===== src/dpll_ref_pkg.sv =====
package dpll_ref_pkg;
  // ==========================================================
  // Register byte offsets
  localparam logic [3:0] ADDR_MODE_ONE = 4'h0;
  localparam logic [3:0] ADDR_MODE_TWO = 4'h4;
  localparam logic [3:0] ADDR_STATUS = 4'h8;
  localparam logic [3:0] ADDR_HOLD_WORD = 4'hc;
  // ==========================================================
  // Mode register one fields
  localparam int PFREQ_LSB = 0;
  localparam int SFREQ_LSB = 2;
  localparam int REVERT_BIT = 4;
  localparam int PSRC_LSB = 5;
  localparam int SSRC_LSB = 8;
  localparam int NSRC_LSB = 11;
  localparam logic [12:0] MODE_ONE_RST = 13'h0000;
  // ==========================================================
  // Mode register two fields
  localparam int ROLE_LSB = 0;
  localparam int FDM_LSB = 2;
  localparam int PROMOTE_BIT = 4;
  localparam logic [4:0] MODE_TWO_RST = 5'h00;
  // ==========================================================
  // Status register bits
  localparam int ST_FAIL_A = 0;
  localparam int ST_FAIL_B = 1;
  localparam int ST_HOLDOVER = 2;
  localparam int ST_ON_SEC = 3;
  localparam int ST_A_LOST = 4;
  localparam int ST_PLOSS = 5;
  localparam int ST_SLOSS = 6;
  // ==========================================================
  // Encodings
  localparam logic [1:0] ROLE_SLAVE = 2'h0;
  localparam logic [1:0] ROLE_SECONDARY = 2'h1;
  localparam logic [1:0] ROLE_PRIMARY = 2'h2;
  localparam logic [1:0] FDM_AUTO = 2'h0;
  localparam logic [1:0] FDM_MANUAL = 2'h1;
  localparam logic [1:0] FDM_FORCE_PRI = 2'h2;
  localparam logic [1:0] FDM_FORCE_SEC = 2'h3;
  localparam logic [1:0] FREQ_8K = 2'h0;
  localparam logic [1:0] FREQ_1M544 = 2'h1;
  localparam logic [1:0] FREQ_2M048 = 2'h2;
  localparam logic [1:0] FREQ_BUS_8M192 = 2'h3;
  localparam logic [2:0] SRC_REF_ONE = 3'h4;
  localparam logic [2:0] SRC_REF_TWO = 3'h5;
  typedef enum logic [1:0] {ST_PRI, ST_HOLD_PRI, ST_SEC, ST_HOLD_SEC} sel_state_t;
  // ==========================================================
  // Timing
  localparam int CLK_PERIOD_NS = 4;
  localparam int BUS_PERIOD_MIN_NS = 87;
  localparam int BUS_PERIOD_MAX_NS = 157;
  localparam int BUS_MIN_CYC = (BUS_PERIOD_MIN_NS + CLK_PERIOD_NS - 1) / CLK_PERIOD_NS;
  localparam int BUS_MAX_CYC = BUS_PERIOD_MAX_NS / CLK_PERIOD_NS;
  localparam int FRAME_CLOCKS = 1024;
  localparam int STORE_PERIOD_MS = 32;
  localparam int STORE_CYC = STORE_PERIOD_MS * 1000000 / CLK_PERIOD_NS;
endpackage : dpll_ref_pkg


===== src/dpll_reference_selection_monitor.sv =====
// The register addresses and the Avalon-MM slave port were left to the implementer.
`timescale 1ns/10ps
// Contract
// RQ1: References may be 2.048M, 1.544M or 8k.
// RQ2: Roles primary, secondary master or slave.
// RQ3: Always monitor A and B pairs, flag each.
// RQ4: Primary master drives A, locked to primary.
// RQ5: Primary lost: holdover, then use secondary.
// RQ6: Revert to primary unless revert prevention set.
// RQ7: Secondary master drives B locked to A.
// RQ8: A lost: flag software, holdover, then secondary.
// RQ9: Software promotion moves A role onto B.
// RQ10: Slave locks A, else holdover then B.
// RQ11: Output network reference from local references.
// RQ12: Two references received, state picks one.
// RQ13: Frequency code follows selected reference.
// RQ14: Frequency changes need no reset.
// RQ15: Detect mode 10/11 forces primary/secondary.
// RQ16: Mode 00 uses internal monitor losses.
// RQ17: Mode 01 uses external loss pins.
// RQ18: Bus reference passes its clock and frame.
// RQ19: Bus clock period must be 87-157 ns.
// RQ20: Exactly 1024 clocks between frame pulses.
// RQ21: Fail flag clears when signals valid again.
// RQ22: Store frequency alternately every 32 ms.
// RQ23: Both losses set means holdover.
// RQ24: Monitored signals synchronised before measuring.
module dpll_reference_selection_monitor #(
  parameter int FREQ_W = 24,
  parameter int STORE_CYCLES = dpll_ref_pkg::STORE_CYC
) (
  input wire logic core_clk_in,
  input wire logic sys_rst_in,
  input wire logic [3:0] avs_address_in,
  input wire logic avs_read_in,
  input wire logic avs_write_in,
  input wire logic [31:0] avs_writedata_in,
  output logic [31:0] avs_readdata_out,
  output logic avs_waitrequest_out,
  input wire logic [3:0] local_network_refs_in,
  input wire logic backplane_ref_one_in,
  input wire logic backplane_ref_two_in,
  input wire logic bus_a_clock_in,
  input wire logic bus_a_frame_in,
  input wire logic bus_b_clock_in,
  input wire logic bus_b_frame_in,
  output logic bus_a_clock_out,
  output logic bus_a_clock_oe_out,
  output logic bus_a_frame_out,
  output logic bus_a_frame_oe_out,
  output logic bus_b_clock_out,
  output logic bus_b_clock_oe_out,
  output logic bus_b_frame_out,
  output logic bus_b_frame_oe_out,
  input wire logic primary_loss_pin_in,
  input wire logic secondary_loss_pin_in,
  input wire logic primary_monitor_fail_in,
  input wire logic secondary_monitor_fail_in,
  input wire logic pll_clock_in,
  input wire logic pll_frame_in,
  input wire logic [FREQ_W-1:0] pll_freq_word_in,
  output logic pll_ref_out,
  output logic pll_frame_ref_out,
  output logic [1:0] pll_freq_mode_out,
  output logic pll_holdover_out,
  output logic [FREQ_W-1:0] holdover_word_out,
  output logic network_ref_out,
  output logic fail_a_out,
  output logic fail_b_out
);
  // ==========================================================
  // Input synchronisers
  localparam int NSYNC = 12;
  logic [NSYNC-1:0] sync1_reg;
  logic [NSYNC-1:0] sync2_reg;
  wire [NSYNC-1:0] raw_in = {secondary_loss_pin_in, primary_loss_pin_in, bus_b_frame_in,
    bus_b_clock_in, bus_a_frame_in, bus_a_clock_in, backplane_ref_two_in,
    backplane_ref_one_in, local_network_refs_in};
  always_ff @(posedge core_clk_in) begin
    if (sys_rst_in) begin
      sync1_reg <= '0;
      sync2_reg <= '0;
    end else begin
      sync1_reg <= raw_in; // [RQ24]
      sync2_reg <= sync1_reg; // [RQ24]
    end
  end
  wire [3:0] lref_s = sync2_reg[3:0];
  wire ref_one_s = sync2_reg[4];
  wire ref_two_s = sync2_reg[5];
  wire [1:0] bclk_s = {sync2_reg[8], sync2_reg[6]};
  wire [1:0] bfrm_s = {sync2_reg[9], sync2_reg[7]};
  wire ploss_pin_s = sync2_reg[10];
  wire sloss_pin_s = sync2_reg[11];

  // ==========================================================
  // Bus clock and frame monitors, index 0 is A and 1 is B
  logic [1:0] fail_w;
  genvar g;
  for (g = 0; g < 2; g++) begin : g_mon
    logic clk_d_reg;
    logic frm_d_reg;
    logic [5:0] per_reg;
    logic [10:0] cnt_reg;
    logic per_fail_reg;
    logic frm_fail_reg;
    wire clk_rise = bclk_s[g] & ~clk_d_reg;
    wire frm_rise = bfrm_s[g] & ~frm_d_reg;
    wire [5:0] per_inc = per_reg + 6'h01;
    wire per_ok = (per_inc >= 6'(dpll_ref_pkg::BUS_MIN_CYC))
      && (per_inc <= 6'(dpll_ref_pkg::BUS_MAX_CYC));
    wire per_over = per_inc > 6'(dpll_ref_pkg::BUS_MAX_CYC);
    wire [10:0] cnt_inc = cnt_reg + 11'h001;
    wire cnt_over = cnt_reg > 11'(dpll_ref_pkg::FRAME_CLOCKS);
    always_ff @(posedge core_clk_in) begin
      if (sys_rst_in) begin
        clk_d_reg <= 1'b0;
        frm_d_reg <= 1'b0;
        per_reg <= 6'h00;
        cnt_reg <= 11'h000;
        per_fail_reg <= 1'b1;
        frm_fail_reg <= 1'b1;
      end else begin
        clk_d_reg <= bclk_s[g];
        frm_d_reg <= bfrm_s[g];
        if (clk_rise) begin
          per_reg <= 6'h00;
          per_fail_reg <= ~per_ok; // [RQ19] [RQ21]
        end else if (per_over) begin
          per_fail_reg <= 1'b1; // [RQ19]
        end else begin
          per_reg <= per_inc;
        end
        if (frm_rise) begin
          cnt_reg <= {10'h000, clk_rise};
          frm_fail_reg <= (cnt_reg != 11'(dpll_ref_pkg::FRAME_CLOCKS)); // [RQ20] [RQ21]
        end else if (cnt_over) begin
          frm_fail_reg <= 1'b1; // [RQ20]
        end else if (clk_rise) begin
          cnt_reg <= cnt_inc;
        end
      end
    end
    assign fail_w[g] = per_fail_reg | frm_fail_reg; // [RQ3]
  end

  // ==========================================================
  // Registers
  logic [12:0] mode_one_reg;
  logic [4:0] mode_two_reg;
  logic a_lost_reg;
  logic ack_reg;
  wire [1:0] pfreq = mode_one_reg[dpll_ref_pkg::PFREQ_LSB +: 2];
  wire [1:0] sfreq = mode_one_reg[dpll_ref_pkg::SFREQ_LSB +: 2];
  wire revert_prevent = mode_one_reg[dpll_ref_pkg::REVERT_BIT];
  wire [2:0] psrc = mode_one_reg[dpll_ref_pkg::PSRC_LSB +: 3];
  wire [2:0] ssrc = mode_one_reg[dpll_ref_pkg::SSRC_LSB +: 3];
  wire [1:0] nsrc = mode_one_reg[dpll_ref_pkg::NSRC_LSB +: 2];
  wire [1:0] role = mode_two_reg[dpll_ref_pkg::ROLE_LSB +: 2];
  wire [1:0] failure_detect_mode = mode_two_reg[dpll_ref_pkg::FDM_LSB +: 2];
  wire promoted = mode_two_reg[dpll_ref_pkg::PROMOTE_BIT];
  wire is_primary = role == dpll_ref_pkg::ROLE_PRIMARY; // [RQ2]
  wire is_secondary = role == dpll_ref_pkg::ROLE_SECONDARY; // [RQ2]

  // ==========================================================
  // Reference muxes
  function automatic logic pick_src(input logic [2:0] s, input logic [3:0] l,
    input logic r1, input logic r2);
    logic v;
    v = 1'b0;
    if (s == dpll_ref_pkg::SRC_REF_ONE) begin
      v = r1;
    end else if (s == dpll_ref_pkg::SRC_REF_TWO) begin
      v = r2;
    end else if (s[2] == 1'b0) begin
      v = l[s[1:0]];
    end
    return v;
  endfunction : pick_src
  wire prim_net = pick_src(psrc, lref_s, ref_one_s, ref_two_s); // [RQ4]
  wire sec_net = pick_src(ssrc, lref_s, ref_one_s, ref_two_s);
  // Outside primary master the primary reference is always the A pair.
  wire prim_is_bus = ~is_primary; // [RQ7] [RQ10]
  wire sec_is_bus = ~is_primary & ~is_secondary; // [RQ10]
  wire primary_reference = prim_is_bus ? bclk_s[0] : prim_net; // [RQ12]
  wire secondary_reference = sec_is_bus ? bclk_s[1] : sec_net; // [RQ12]
  wire prim_frame = bfrm_s[0];
  wire sec_frame = bfrm_s[1];
  wire [1:0] primary_freq_select = prim_is_bus ? dpll_ref_pkg::FREQ_BUS_8M192 : pfreq; // [RQ1]
  wire [1:0] secondary_freq_select = sec_is_bus ? dpll_ref_pkg::FREQ_BUS_8M192 : sfreq; // [RQ1]

  // ==========================================================
  // Loss selection
  wire auto_ploss = prim_is_bus ? fail_w[0] : primary_monitor_fail_in;
  wire auto_sloss = sec_is_bus ? fail_w[1] : secondary_monitor_fail_in;
  wire manual = failure_detect_mode == dpll_ref_pkg::FDM_MANUAL;
  wire primary_loss = manual ? ploss_pin_s : auto_ploss; // [RQ16] [RQ17]
  wire secondary_loss = manual ? sloss_pin_s : auto_sloss; // [RQ16] [RQ17]
  wire force_pri = failure_detect_mode == dpll_ref_pkg::FDM_FORCE_PRI;
  wire force_sec = failure_detect_mode == dpll_ref_pkg::FDM_FORCE_SEC;

  // ==========================================================
  // Selection state machine
  dpll_ref_pkg::sel_state_t state_reg;
  dpll_ref_pkg::sel_state_t state_next;
  always_comb begin
    state_next = state_reg;
    if (force_pri) begin
      state_next = dpll_ref_pkg::ST_PRI; // [RQ15]
    end else if (force_sec) begin
      state_next = dpll_ref_pkg::ST_SEC; // [RQ15]
    end else begin
      case (state_reg)
        dpll_ref_pkg::ST_PRI: begin
          if (primary_loss) begin
            state_next = dpll_ref_pkg::ST_HOLD_PRI; // [RQ5] [RQ8] [RQ10]
          end
        end
        dpll_ref_pkg::ST_HOLD_PRI: begin
          if (!primary_loss) begin
            state_next = dpll_ref_pkg::ST_PRI;
          end else if (!secondary_loss) begin
            state_next = dpll_ref_pkg::ST_SEC; // [RQ5] [RQ8] [RQ10] [RQ23]
          end
        end
        dpll_ref_pkg::ST_SEC: begin
          if (secondary_loss) begin
            state_next = dpll_ref_pkg::ST_HOLD_SEC;
          end else if (!primary_loss && !revert_prevent) begin
            state_next = dpll_ref_pkg::ST_PRI; // [RQ6]
          end
        end
        default: begin
          if (!secondary_loss) begin
            state_next = dpll_ref_pkg::ST_SEC;
          end else if (!primary_loss) begin
            state_next = dpll_ref_pkg::ST_PRI; // [RQ23]
          end
        end
      endcase
    end
  end
  wire on_sec = (state_reg == dpll_ref_pkg::ST_SEC)
    || (state_reg == dpll_ref_pkg::ST_HOLD_SEC);
  wire holdover = (state_reg == dpll_ref_pkg::ST_HOLD_PRI)
    || (state_reg == dpll_ref_pkg::ST_HOLD_SEC); // [RQ23]

  // ==========================================================
  // Holdover storage, two slots written in turn
  logic [31:0] store_cnt_reg;
  logic [FREQ_W-1:0] slot_reg [2];
  logic slot_sel_reg;
  wire store_now = store_cnt_reg == 32'(STORE_CYCLES - 1);
  // The slot due to be written next is the older one, 32 to 64 ms old.
  wire [FREQ_W-1:0] old_word = slot_reg[slot_sel_reg]; // [RQ22]
  always_ff @(posedge core_clk_in) begin
    if (sys_rst_in) begin
      store_cnt_reg <= 32'h0000_0000;
      slot_sel_reg <= 1'b0;
      slot_reg[0] <= '0;
      slot_reg[1] <= '0;
      holdover_word_out <= '0;
    end else begin
      if (!holdover) begin
        store_cnt_reg <= store_now ? 32'h0000_0000 : store_cnt_reg + 32'h0000_0001;
        if (store_now) begin
          slot_reg[slot_sel_reg] <= pll_freq_word_in; // [RQ22]
          slot_sel_reg <= ~slot_sel_reg; // [RQ22]
        end
        holdover_word_out <= old_word;
      end
    end
  end

  // ==========================================================
  // Outputs toward the PLL and the bus lines
  wire drive_a = is_primary & ~promoted; // [RQ4]
  wire drive_b = is_secondary | (is_primary & promoted); // [RQ7] [RQ9]
  always_ff @(posedge core_clk_in) begin
    if (sys_rst_in) begin
      state_reg <= dpll_ref_pkg::ST_PRI;
      pll_ref_out <= 1'b0;
      pll_frame_ref_out <= 1'b0;
      pll_freq_mode_out <= dpll_ref_pkg::FREQ_8K;
      pll_holdover_out <= 1'b0;
      network_ref_out <= 1'b0;
      bus_a_clock_out <= 1'b0;
      bus_a_frame_out <= 1'b0;
      bus_b_clock_out <= 1'b0;
      bus_b_frame_out <= 1'b0;
      bus_a_clock_oe_out <= 1'b0;
      bus_a_frame_oe_out <= 1'b0;
      bus_b_clock_oe_out <= 1'b0;
      bus_b_frame_oe_out <= 1'b0;
      fail_a_out <= 1'b1;
      fail_b_out <= 1'b1;
    end else begin
      state_reg <= state_next;
      pll_ref_out <= on_sec ? secondary_reference : primary_reference; // [RQ12] [RQ18]
      pll_frame_ref_out <= on_sec ? sec_frame : prim_frame; // [RQ18]
      // Live field values, so a new frequency acts at once.
      pll_freq_mode_out <= on_sec ? secondary_freq_select : primary_freq_select; // [RQ13] [RQ14]
      pll_holdover_out <= holdover; // [RQ5]
      network_ref_out <= lref_s[nsrc]; // [RQ11]
      bus_a_clock_out <= pll_clock_in;
      bus_a_frame_out <= pll_frame_in;
      bus_b_clock_out <= pll_clock_in; // [RQ7]
      bus_b_frame_out <= pll_frame_in;
      bus_a_clock_oe_out <= drive_a;
      bus_a_frame_oe_out <= drive_a;
      bus_b_clock_oe_out <= drive_b;
      bus_b_frame_oe_out <= drive_b;
      fail_a_out <= fail_w[0]; // [RQ3]
      fail_b_out <= fail_w[1]; // [RQ3]
    end
  end

  // ==========================================================
  // Avalon slave, one wait state per access
  wire req = avs_read_in | avs_write_in;
  wire take = req & ack_reg;
  wire hit_one = avs_address_in == dpll_ref_pkg::ADDR_MODE_ONE;
  wire hit_two = avs_address_in == dpll_ref_pkg::ADDR_MODE_TWO;
  wire hit_st = avs_address_in == dpll_ref_pkg::ADDR_STATUS;
  wire hit_hw = avs_address_in == dpll_ref_pkg::ADDR_HOLD_WORD;
  wire a_lost_clr = take & avs_write_in & hit_st & avs_writedata_in[dpll_ref_pkg::ST_A_LOST];
  wire a_lost_set = is_secondary & primary_loss & ~force_pri & ~force_sec; // [RQ8]
  wire [31:0] status_word = {25'h0000000, secondary_loss, primary_loss, a_lost_reg, on_sec,
    holdover, fail_w[1], fail_w[0]};
  wire [31:0] rd_mux = hit_one ? {19'h00000, mode_one_reg}
    : hit_two ? {27'h0000000, mode_two_reg}
    : hit_st ? status_word
    : hit_hw ? 32'(holdover_word_out)
    : 32'h0000_0000;
  assign avs_waitrequest_out = req & ~ack_reg;
  always_ff @(posedge core_clk_in) begin
    if (sys_rst_in) begin
      ack_reg <= 1'b0;
      mode_one_reg <= dpll_ref_pkg::MODE_ONE_RST;
      mode_two_reg <= dpll_ref_pkg::MODE_TWO_RST;
      a_lost_reg <= 1'b0;
      avs_readdata_out <= 32'h0000_0000;
    end else begin
      ack_reg <= req & ~ack_reg;
      avs_readdata_out <= rd_mux;
      if (take && avs_write_in && hit_one) begin
        mode_one_reg <= avs_writedata_in[12:0];
      end
      if (take && avs_write_in && hit_two) begin
        mode_two_reg <= avs_writedata_in[4:0]; // [RQ2] [RQ9]
      end
      // A new loss in the clearing cycle keeps the flag set.
      a_lost_reg <= a_lost_set | (a_lost_reg & ~a_lost_clr); // [RQ8]
    end
  end
endmodule : dpll_reference_selection_monitor


===== config.mk =====
export PLATFORM = sky130hd
export DESIGN_NAME = dpll_reference_selection_monitor
export DESIGN_NICKNAME = d
export VERILOG_FILES = /design/src/dpll_ref_pkg.sv /design/src/dpll_reference_selection_monitor.sv
export SDC_FILE = /design/constraint.sdc
export NUM_CORES = 1
export LEC_CHECK = 0
export ABC_CLOCK_PERIOD_IN_PS = 6700
export BUFFER_PORTS_ARGS = -buffer_cell sky130_fd_sc_hd__buf_2
export CAP_MARGIN = 10
export CELL_PAD_IN_SITES_DETAIL_PLACEMENT = 1
export CELL_PAD_IN_SITES_GLOBAL_PLACEMENT = 2
export CORE_UTILIZATION = 38
export CTS_BUF_LIST = sky130_fd_sc_hd__clkbuf_8 sky130_fd_sc_hd__clkbuf_16
export DETAILED_ROUTE_END_ITERATION = 10
export GPL_ROUTABILITY_DRIVEN = 0
export PLACE_DENSITY = 0.95
export REMOVE_ABC_BUFFERS = 1
export SKIP_CTS_REPAIR_TIMING = 1
export SLEW_MARGIN = 40
export SYNTH_ARGS = -nofsm -noshare
export SYNTH_HDL_FRONTEND = slang
export SYNTH_SLANG_ARGS = --single-unit

===== constraint.sdc =====
create_clock -name core_clk_in -period 6.7 [get_ports core_clk_in]
set_input_delay 0.335 -clock core_clk_in [delete_from_list [all_inputs] [get_ports core_clk_in]]
set_output_delay 0.335 -clock core_clk_in [all_outputs]
set_load 0.02 [all_outputs]

==> reports/results.tsv, run 1 <==
stage	metric	value	unit
cells_and_area	Finished Cell Area	0.0115	mm^2
pwr	Pint	2.30	mW
yosys	most frequent cell after synthesis	dfxtp_1	
cts	clock sink total	229	
cts	Clock Latency Late Sink	0.54	ns
drt	TritonRoute pass-1 iters	4	
cells_and_area	n_diodes	0	
min_path	Hold Path Depth	2	
drt	via count	7488	
drt	DR iter-0 viols	315	
die	chip width	163	um
critical_path	crit-path cells	buf_4, and3b_2, nand4_4, nor4b_1, a21o_2	
yosys	Area contributors post-synth	dfxtp_1 (37%), edfxtp_1 (15%), nor2_1 (5.2%)	
yosys	Synth Register Bits	229	
cells_and_area	fraction of layout cells with a size suffix above 1	0.208	
yosys	number of synthesized flops with an enable pin	48	
global_routing	total gr overflow	0	
drt	vias per cell	5.14	
yosys	Netlist cell types	67	
die	Boundary Pins	153	
critical_path	CP Data Arrival Time	3.20	ns
yosys	Synth top area share	0.370	
placed_design	placed instance area	0.0106	mm^2
critical_path	Reg2Reg Depth	5	
sta	Slew Limit Fails	0	
cts	root buf cell	clkbuf_16	
cts	CTS HTree Levels	1	
critical_path	CP Buf/Inv Count	1	
die	Cell Rows	58	
critical_path	worst endpoint required time	6.87	ns
flow_run	maxcap violations	0	
critical_path	CP top delay family	simple AND/OR/NAND/NOR gates	
placed_design	Port Buffers	125	
critical_path	Crit path largest cell delay	0.73	ns
yosys	commonest cells in the synthesized netlist	dfxtp_1 (181), nor2_1 (135), nand2_1 (73), a21oi_1 (68), edfxtp_1 (48)	
sta	final hold violation count	0	
global_routing	number of global-route vias before repair	7758	
sta	highest clock rate	330	MHz
die	Starting Density	0.388	
cts	CTS tree	done	
cells_and_area	Final #Nets	1202	
critical_path	Setup crit end kind	register	
run_status	status	finished, final reports clean	
pwr	VDD IR-drop max	206	uV
cells_and_area	synth-to-layout area growth	16.9	%
pwr	Pleak	4.48	nW
global_routing	number of antenna violations at the first check in global routing	0	
sta	final worst-path cycle share	0.453	
pwr	PD cells	261	mW/mm^2
drt	Routed Antenna Nets	0	
critical_path	Worst path depth	5	
sta	Worst Clk Skew	0.0160	ns
yosys	mapped cell area	0.00980	mm^2
yosys	Synth Area per Inst	9.75	um^2
die	DIE HEIGHT	163	um
placed_design	final HPWL from detailed placement	16700	um
sta	Setup violations, final	0	
sta	RSZ-0062 raised after global routing	false	
drt	DRC errors left	0	
sta	setup_tns	0	ns
yosys	Synth area leader	dfxtp_1	
yosys	Cells after Synth	1006	
cells_and_area	max reg flops	48	
sta	worst slew pin tran	0.790	ns
pwr	Combinational Power Share	0.050	
critical_path	CP max-delay cell	nor4b_1	
cts	Clock transition at path regs	0.06	ns
pwr	Sw Pwr	0.685	mW
pwr	Flop pwr share	0.491	
drt	WL/cell	16.6	um
die	core region area	0.0253	mm^2
pwr	clock network fraction of total power	0.459	
critical_path	Crit Path Class	reg -> reg	
global_routing	largest net degree at the start of global routing	57	
pwr	switching share of total power	0.229	
global_routing	first-pass GRT wire length	39800	um
yosys	post-synthesis sequential area ratio	0.517	
critical_path	startpoint types	register	
cts	Clock Tree Buf Depth	3	
drt	routed wire length	24200	um
sta	slew margin rel.	0.473	
cts	CTS buffer count	26	
yosys	ys flop type	dfxtp_1	
yosys	Synthesis Warnings	0	
critical_path	crit path max fanout	56	
yosys	Async SR Flop Fraction	0	
min_path	Hold Path Class	in -> reg	
sta	fin crit period	3.03	ns
global_routing	Total Routing Usage GR	0.187	
die	total die area	0.0264	mm^2
-- worst reg2reg max path, stage by stage (launching register included) --
cell	delay, ns
dfxtp_2	0.31
buf_4	0.28
and3b_2	0.39
nand4_4	0.29
nor4b_1	0.73
a21o_2	0.67
-- routing by layer --
layer | track usage | part of all wire | wire (um)
met5 | 0 | 0 | 0
met4 | 0.0421 | 0.018 | 446
met3 | 0.0341 | 0.042 | 1020
met2 | 0.343 | 0.50 | 12200
met1 | 0.225 | 0.44 | 10500
-- area by class of cell --
type / count / area [um^2]
clock buffers: 34 / 772
clock inverters: 13 / 75.1
fillers: 2899 / 13800
inverters: 25 / 93.8
multi-input cells: 696 / 4360
flip-flops and latches: 229 / 5070
well taps: 330 / 413
repair buffers: 131 / 673
-- cell families (layout without fill, tap and decap cells) --
kind of cell | Yosys count | count (layout) | synth area share
AOI/OAI and AO/OA | 143 | 143 | 0.0919
adders and majority gates | 13 | 13 | 0.0166
and+or+nand+nor | 445 | 445 | 0.245
other | 1 | 8 | 0.000382
xor gates and xnor gates | 44 | 44 | 0.0393
buffers and inverters | 88 | 203 | 0.0424
muxes | 43 | 43 | 0.0477
DFF | 229 | 229 | 0.517
-- cells in the final DEF, fill, tap and decap left out, types with 17 or more instances in the layout --
master,Yosys,layout
xor2_1,17,17
edfxtp_1,48,48
inv_1,25,30
xnor2_1,27,27
nor2_1,135,135
nor2b_1,40,40
and2_1,28,28
o21ai_0,19,19
and2_2,35,35
nand3_1,24,24
mux2i_1,40,40
a21oi_1,68,68
nand2_1,73,73
clkbuf_16,0,27
dfxtp_1,181,179
buf_2,2,124
-- per-stage QoR --
stage / setup WS, ns / hold WS [ns] / power, mW / util / std cells
2_1_floorplan: 3.70 / 0.402 / 1.57 / - / 950
3_3_place_gp: 3.38 / 0.421 / 1.64 / 0.420 / 1411
3_5_place_dp: 3.58 / 0.425 / 1.65 / 0.420 / 1411
4_1_cts: 3.57 / -0.00589 / 3.03 / 0.453 / 1458
5_1_grt: 3.44 / 0.00328 / 3.09 / 0.454 / 1458
6_report: 3.67 / 0.0145 / 2.99 / 0.454 / 1458
-- worst paths after layout --
path | startpoint | to | slack, ns
worst max register to register | state_reg[0]$_SDFFE_PP0P_ | slot_reg[0][21]$_SDFFCE_PN0P_ | 3.67
worst min register to register | sync1_reg[5]$_SDFF_PP0_ | sync2_reg[5]$_SDFF_PP0_ | 0.43
worst min-delay path | primary_loss_pin_in | sync1_reg[10]$_SDFF_PP0_ | 0.01
worst max-delay path | state_reg[0]$_SDFFE_PP0P_ | slot_reg[0][21]$_SDFFCE_PN0P_ | 3.67
-- power groups by stage --
stage | registers [mW] | clock network, mW | logic, mW
floorplan | 1.50 | 0 | 0.0663
global placement | 1.49 | 0 | 0.148
detailed placement | 1.50 | 0 | 0.153
CTS | 1.47 | 1.41 | 0.154
global route | 1.47 | 1.45 | 0.168
finish | 1.47 | 1.37 | 0.151
No activity file was read; power rests on OpenSTA's default activity.
==> run 2, diff against run 1 <==
--- a/config.mk
+++ b/config.mk
@@ -5,16 +5,16 @@
 export SDC_FILE = /design/constraint.sdc
 export NUM_CORES = 1
 export LEC_CHECK = 0
-export ABC_CLOCK_PERIOD_IN_PS = 6700
+export ABC_CLOCK_PERIOD_IN_PS = 2800
 export BUFFER_PORTS_ARGS = -buffer_cell sky130_fd_sc_hd__buf_2
 export CAP_MARGIN = 10
 export CELL_PAD_IN_SITES_DETAIL_PLACEMENT = 1
 export CELL_PAD_IN_SITES_GLOBAL_PLACEMENT = 2
-export CORE_UTILIZATION = 38
+export CORE_UTILIZATION = 35
 export CTS_BUF_LIST = sky130_fd_sc_hd__clkbuf_8 sky130_fd_sc_hd__clkbuf_16
 export DETAILED_ROUTE_END_ITERATION = 10
 export GPL_ROUTABILITY_DRIVEN = 0
-export PLACE_DENSITY = 0.95
+export PLACE_DENSITY = 0.9
 export REMOVE_ABC_BUFFERS = 1
 export SKIP_CTS_REPAIR_TIMING = 1
 export SLEW_MARGIN = 40
==> constraint.sdc (replaced) <==
create_clock -name core_clk_in -period 2.8 [get_ports core_clk_in]
set_input_delay 0.14 -clock core_clk_in [delete_from_list [all_inputs] [get_ports core_clk_in]]
set_output_delay 0.14 -clock core_clk_in [all_outputs]
set_load 0.02 [all_outputs]
==> run 2 against run 1 <==
Against the previous run: the flow now finishes with violations (hold timing); clock-buffer cell count is 3 lower; design area is 6.4% higher; clock skew is 0.0031 ns lower; core utilization is 0.64 points lower; first-iteration DRC count is 16% higher; flip-flop and latch count stayed put; sequential share of layout area is 2.7 points lower; total power is 150% higher; combinational power grew to 2.9 times the previous value; largest cell class unchanged; setup slack worse by 3.1 ns; worst hold slack worse by 0.039 ns.
==> reports/results.tsv, run 2 (synthesized netlist as in run 1, its figures left out) <==
stage	metric	value	unit
pwr	Pleak	4.77	nW
cells_and_area	Finished Cell Area	0.0122	mm^2
run_status	status	complete, but fails checks	
critical_path	crit path max fanout	24	
global_routing	Total Routing Usage GR	0.176	
cts	Clock Latency Late Sink	0.53	ns
critical_path	Reg-to-Reg End	slot_reg[0][23]$_SDFFCE_PN0P_	
cts	Clock transition at path regs	0.06	ns
flow_run	maxcap violations	0	
sta	highest clock rate	438	MHz
sta	hold_ws	-0.0246	ns
sta	Slew Limit Fails	0	
critical_path	Crit Path Class	reg -> reg	
cts	clock sink total	229	
die	core region area	0.0273	mm^2
cts	Clock Tree Buf Depth	3	
cts	CTS HTree Levels	1	
drt	vias per cell	4.95	
die	Boundary Pins	153	
pwr	PD cells	609	mW/mm^2
die	DIE HEIGHT	169	um
drt	WL/cell	16.7	um
placed_design	final HPWL from detailed placement	17100	um
run_status	failing checks	hold timing	
drt	via count	7749	
placed_design	placed instance area	0.0107	mm^2
cells_and_area	most frequent cells in the layout	dfxtp_1 (179), nor2_1 (135), buf_2 (124)	
min_path	Hold Path Depth	4	
sta	fin crit period	2.28	ns
cells_and_area	Final #Nets	1266	
critical_path	R2R Setup Slk	0.52	ns
die	chip width	169	um
sta	setup_tns	0	ns
placed_design	Port Buffers	125	
drt	TritonRoute pass-1 iters	4	
drt	DR iter-0 viols	365	
sta	worst slew pin tran	0.747	ns
sta	RSZ-0062 raised after global routing	false	
critical_path	CP Data Arrival Time	2.68	ns
drt	Routed Antenna Nets	0	
min_path	Hold Path Class	in -> reg	
cts	CTS tree	done	
global_routing	first-pass GRT wire length	40600	um
cells_and_area	max reg flops	48	
sta	final worst-path cycle share	0.816	
sta	Worst Clk Skew	0.0129	ns
cells_and_area	fraction of layout cells with a size suffix above 1	0.200	
die	total die area	0.0287	mm^2
cts	CTS buffer count	26	
global_routing	number of antenna violations at the first check in global routing	1	
global_routing	number of global-route vias before repair	7850	
min_path	Hold Path End	avs_readdata_out[2]$_SDFF_PP0_	
die	Cell Rows	60	
sta	final hold violation count	2	
cells_and_area	synth-to-layout area growth	24.3	%
cts	root buf cell	clkbuf_16	
critical_path	startpoint types	register	
drt	routed wire length	26200	um
critical_path	Setup crit end kind	register	
pwr	VDD IR-drop max	430	uV
cells_and_area	leading cell type in the layout, fill and taps excluded	dfxtp_1	
critical_path	Reg2Reg Depth	6	
pwr	post-route total power	7.42	mW
placed_design	pre-CTS WS	0.518	ns
drt	DRC errors left	0	
critical_path	Worst R2R Start	store_cnt_reg[9]$_SDFFE_PP0N_	
global_routing	total gr overflow	0	
sta	final worst slack	0.516	ns
cells_and_area	final core utilization	0.447	
critical_path	worst endpoint required time	3.20	ns
global_routing	largest net degree at the start of global routing	73	
die	Starting Density	0.360	
sta	slew margin rel.	0.502	
min_path	worst hold start	avs_address_in[1]	
sta	Setup violations, final	0	
-- run 2: cell count changes in the layout (fill, tap and decap cells not counted), moves of 3 or more --
cell	change
buf_4	+5
dlygate4sd3_1	+56
buf_12	+3
clkbuf_8	-3
bufinv_16	+3
-- run 2: power breakdown --
part / internal (mW) / switching, mW / total, mW
registers: 3.45 / 0.0652 / 3.51
logic: 0.189 / 0.248 / 0.437
clock network: 2.11 / 1.36 / 3.47
-- run 2: per-layer routing --
metal  GRT usage  wire [um]
met1       0.209      11400
met2       0.323      13100
met3      0.0347        967
met4      0.0458        630
met5           0          0
-- run 2: worst max-delay path by stage --
stage / from / endpoint / slack, ns / cells past startpoint
floorplan: state_reg[0]$_SDFFE_PP0P_ / slot_reg[0][0]$_SDFFCE_PN0P_ / -0.20 / 4
global placement: store_cnt_reg[9]$_SDFFE_PP0N_ / slot_reg[0][11]$_SDFFCE_PN0P_ / 0.56 / 6
detailed placement: store_cnt_reg[9]$_SDFFE_PP0N_ / slot_reg[1][10]$_SDFFCE_PN0P_ / 0.52 / 6
CTS: store_cnt_reg[9]$_SDFFE_PP0N_ / slot_reg[1][10]$_SDFFCE_PN0P_ / 0.50 / 6
global route: store_cnt_reg[9]$_SDFFE_PP0N_ / slot_reg[0][11]$_SDFFCE_PN0P_ / 0.37 / 6
finish: store_cnt_reg[9]$_SDFFE_PP0N_ / slot_reg[0][23]$_SDFFCE_PN0P_ / 0.52 / 6
-- run 2: stage by stage --
step / cells / hold WS, ns
after floorplan: 950 / 0.207
after global placement: 1461 / 0.348
after detailed placement: 1461 / 0.358
after CTS: 1507 / -0.194
after global routing: 1564 / 0.00299
final: 1564 / -0.0246
-- run 2: worst max-delay path, stage by stage, from the launching register on --
cell,delay [ns]
dfxtp_1,0.37
nor4b_2,0.29
nand4_1,0.19
or4_4,0.66
nor4_4,0.15
buf_4,0.29
and2_2,0.20
-- run 2: cell type report --
| type | instances | area [um^2] |
|---|---|---|
| Fill cell | 3118 | 15100 |
| Clock buffer | 31 | 731 |
| Timing Repair Buffer | 195 | 1330 |
| Clock inverter | 15 | 145 |
| Multi-Input combinational cell | 696 | 4360 |
| Tap cell | 372 | 465 |
| Inverter | 25 | 93.8 |
| Antenna cell | 1 | 2.50 |
| Sequential cell | 229 | 5070 |
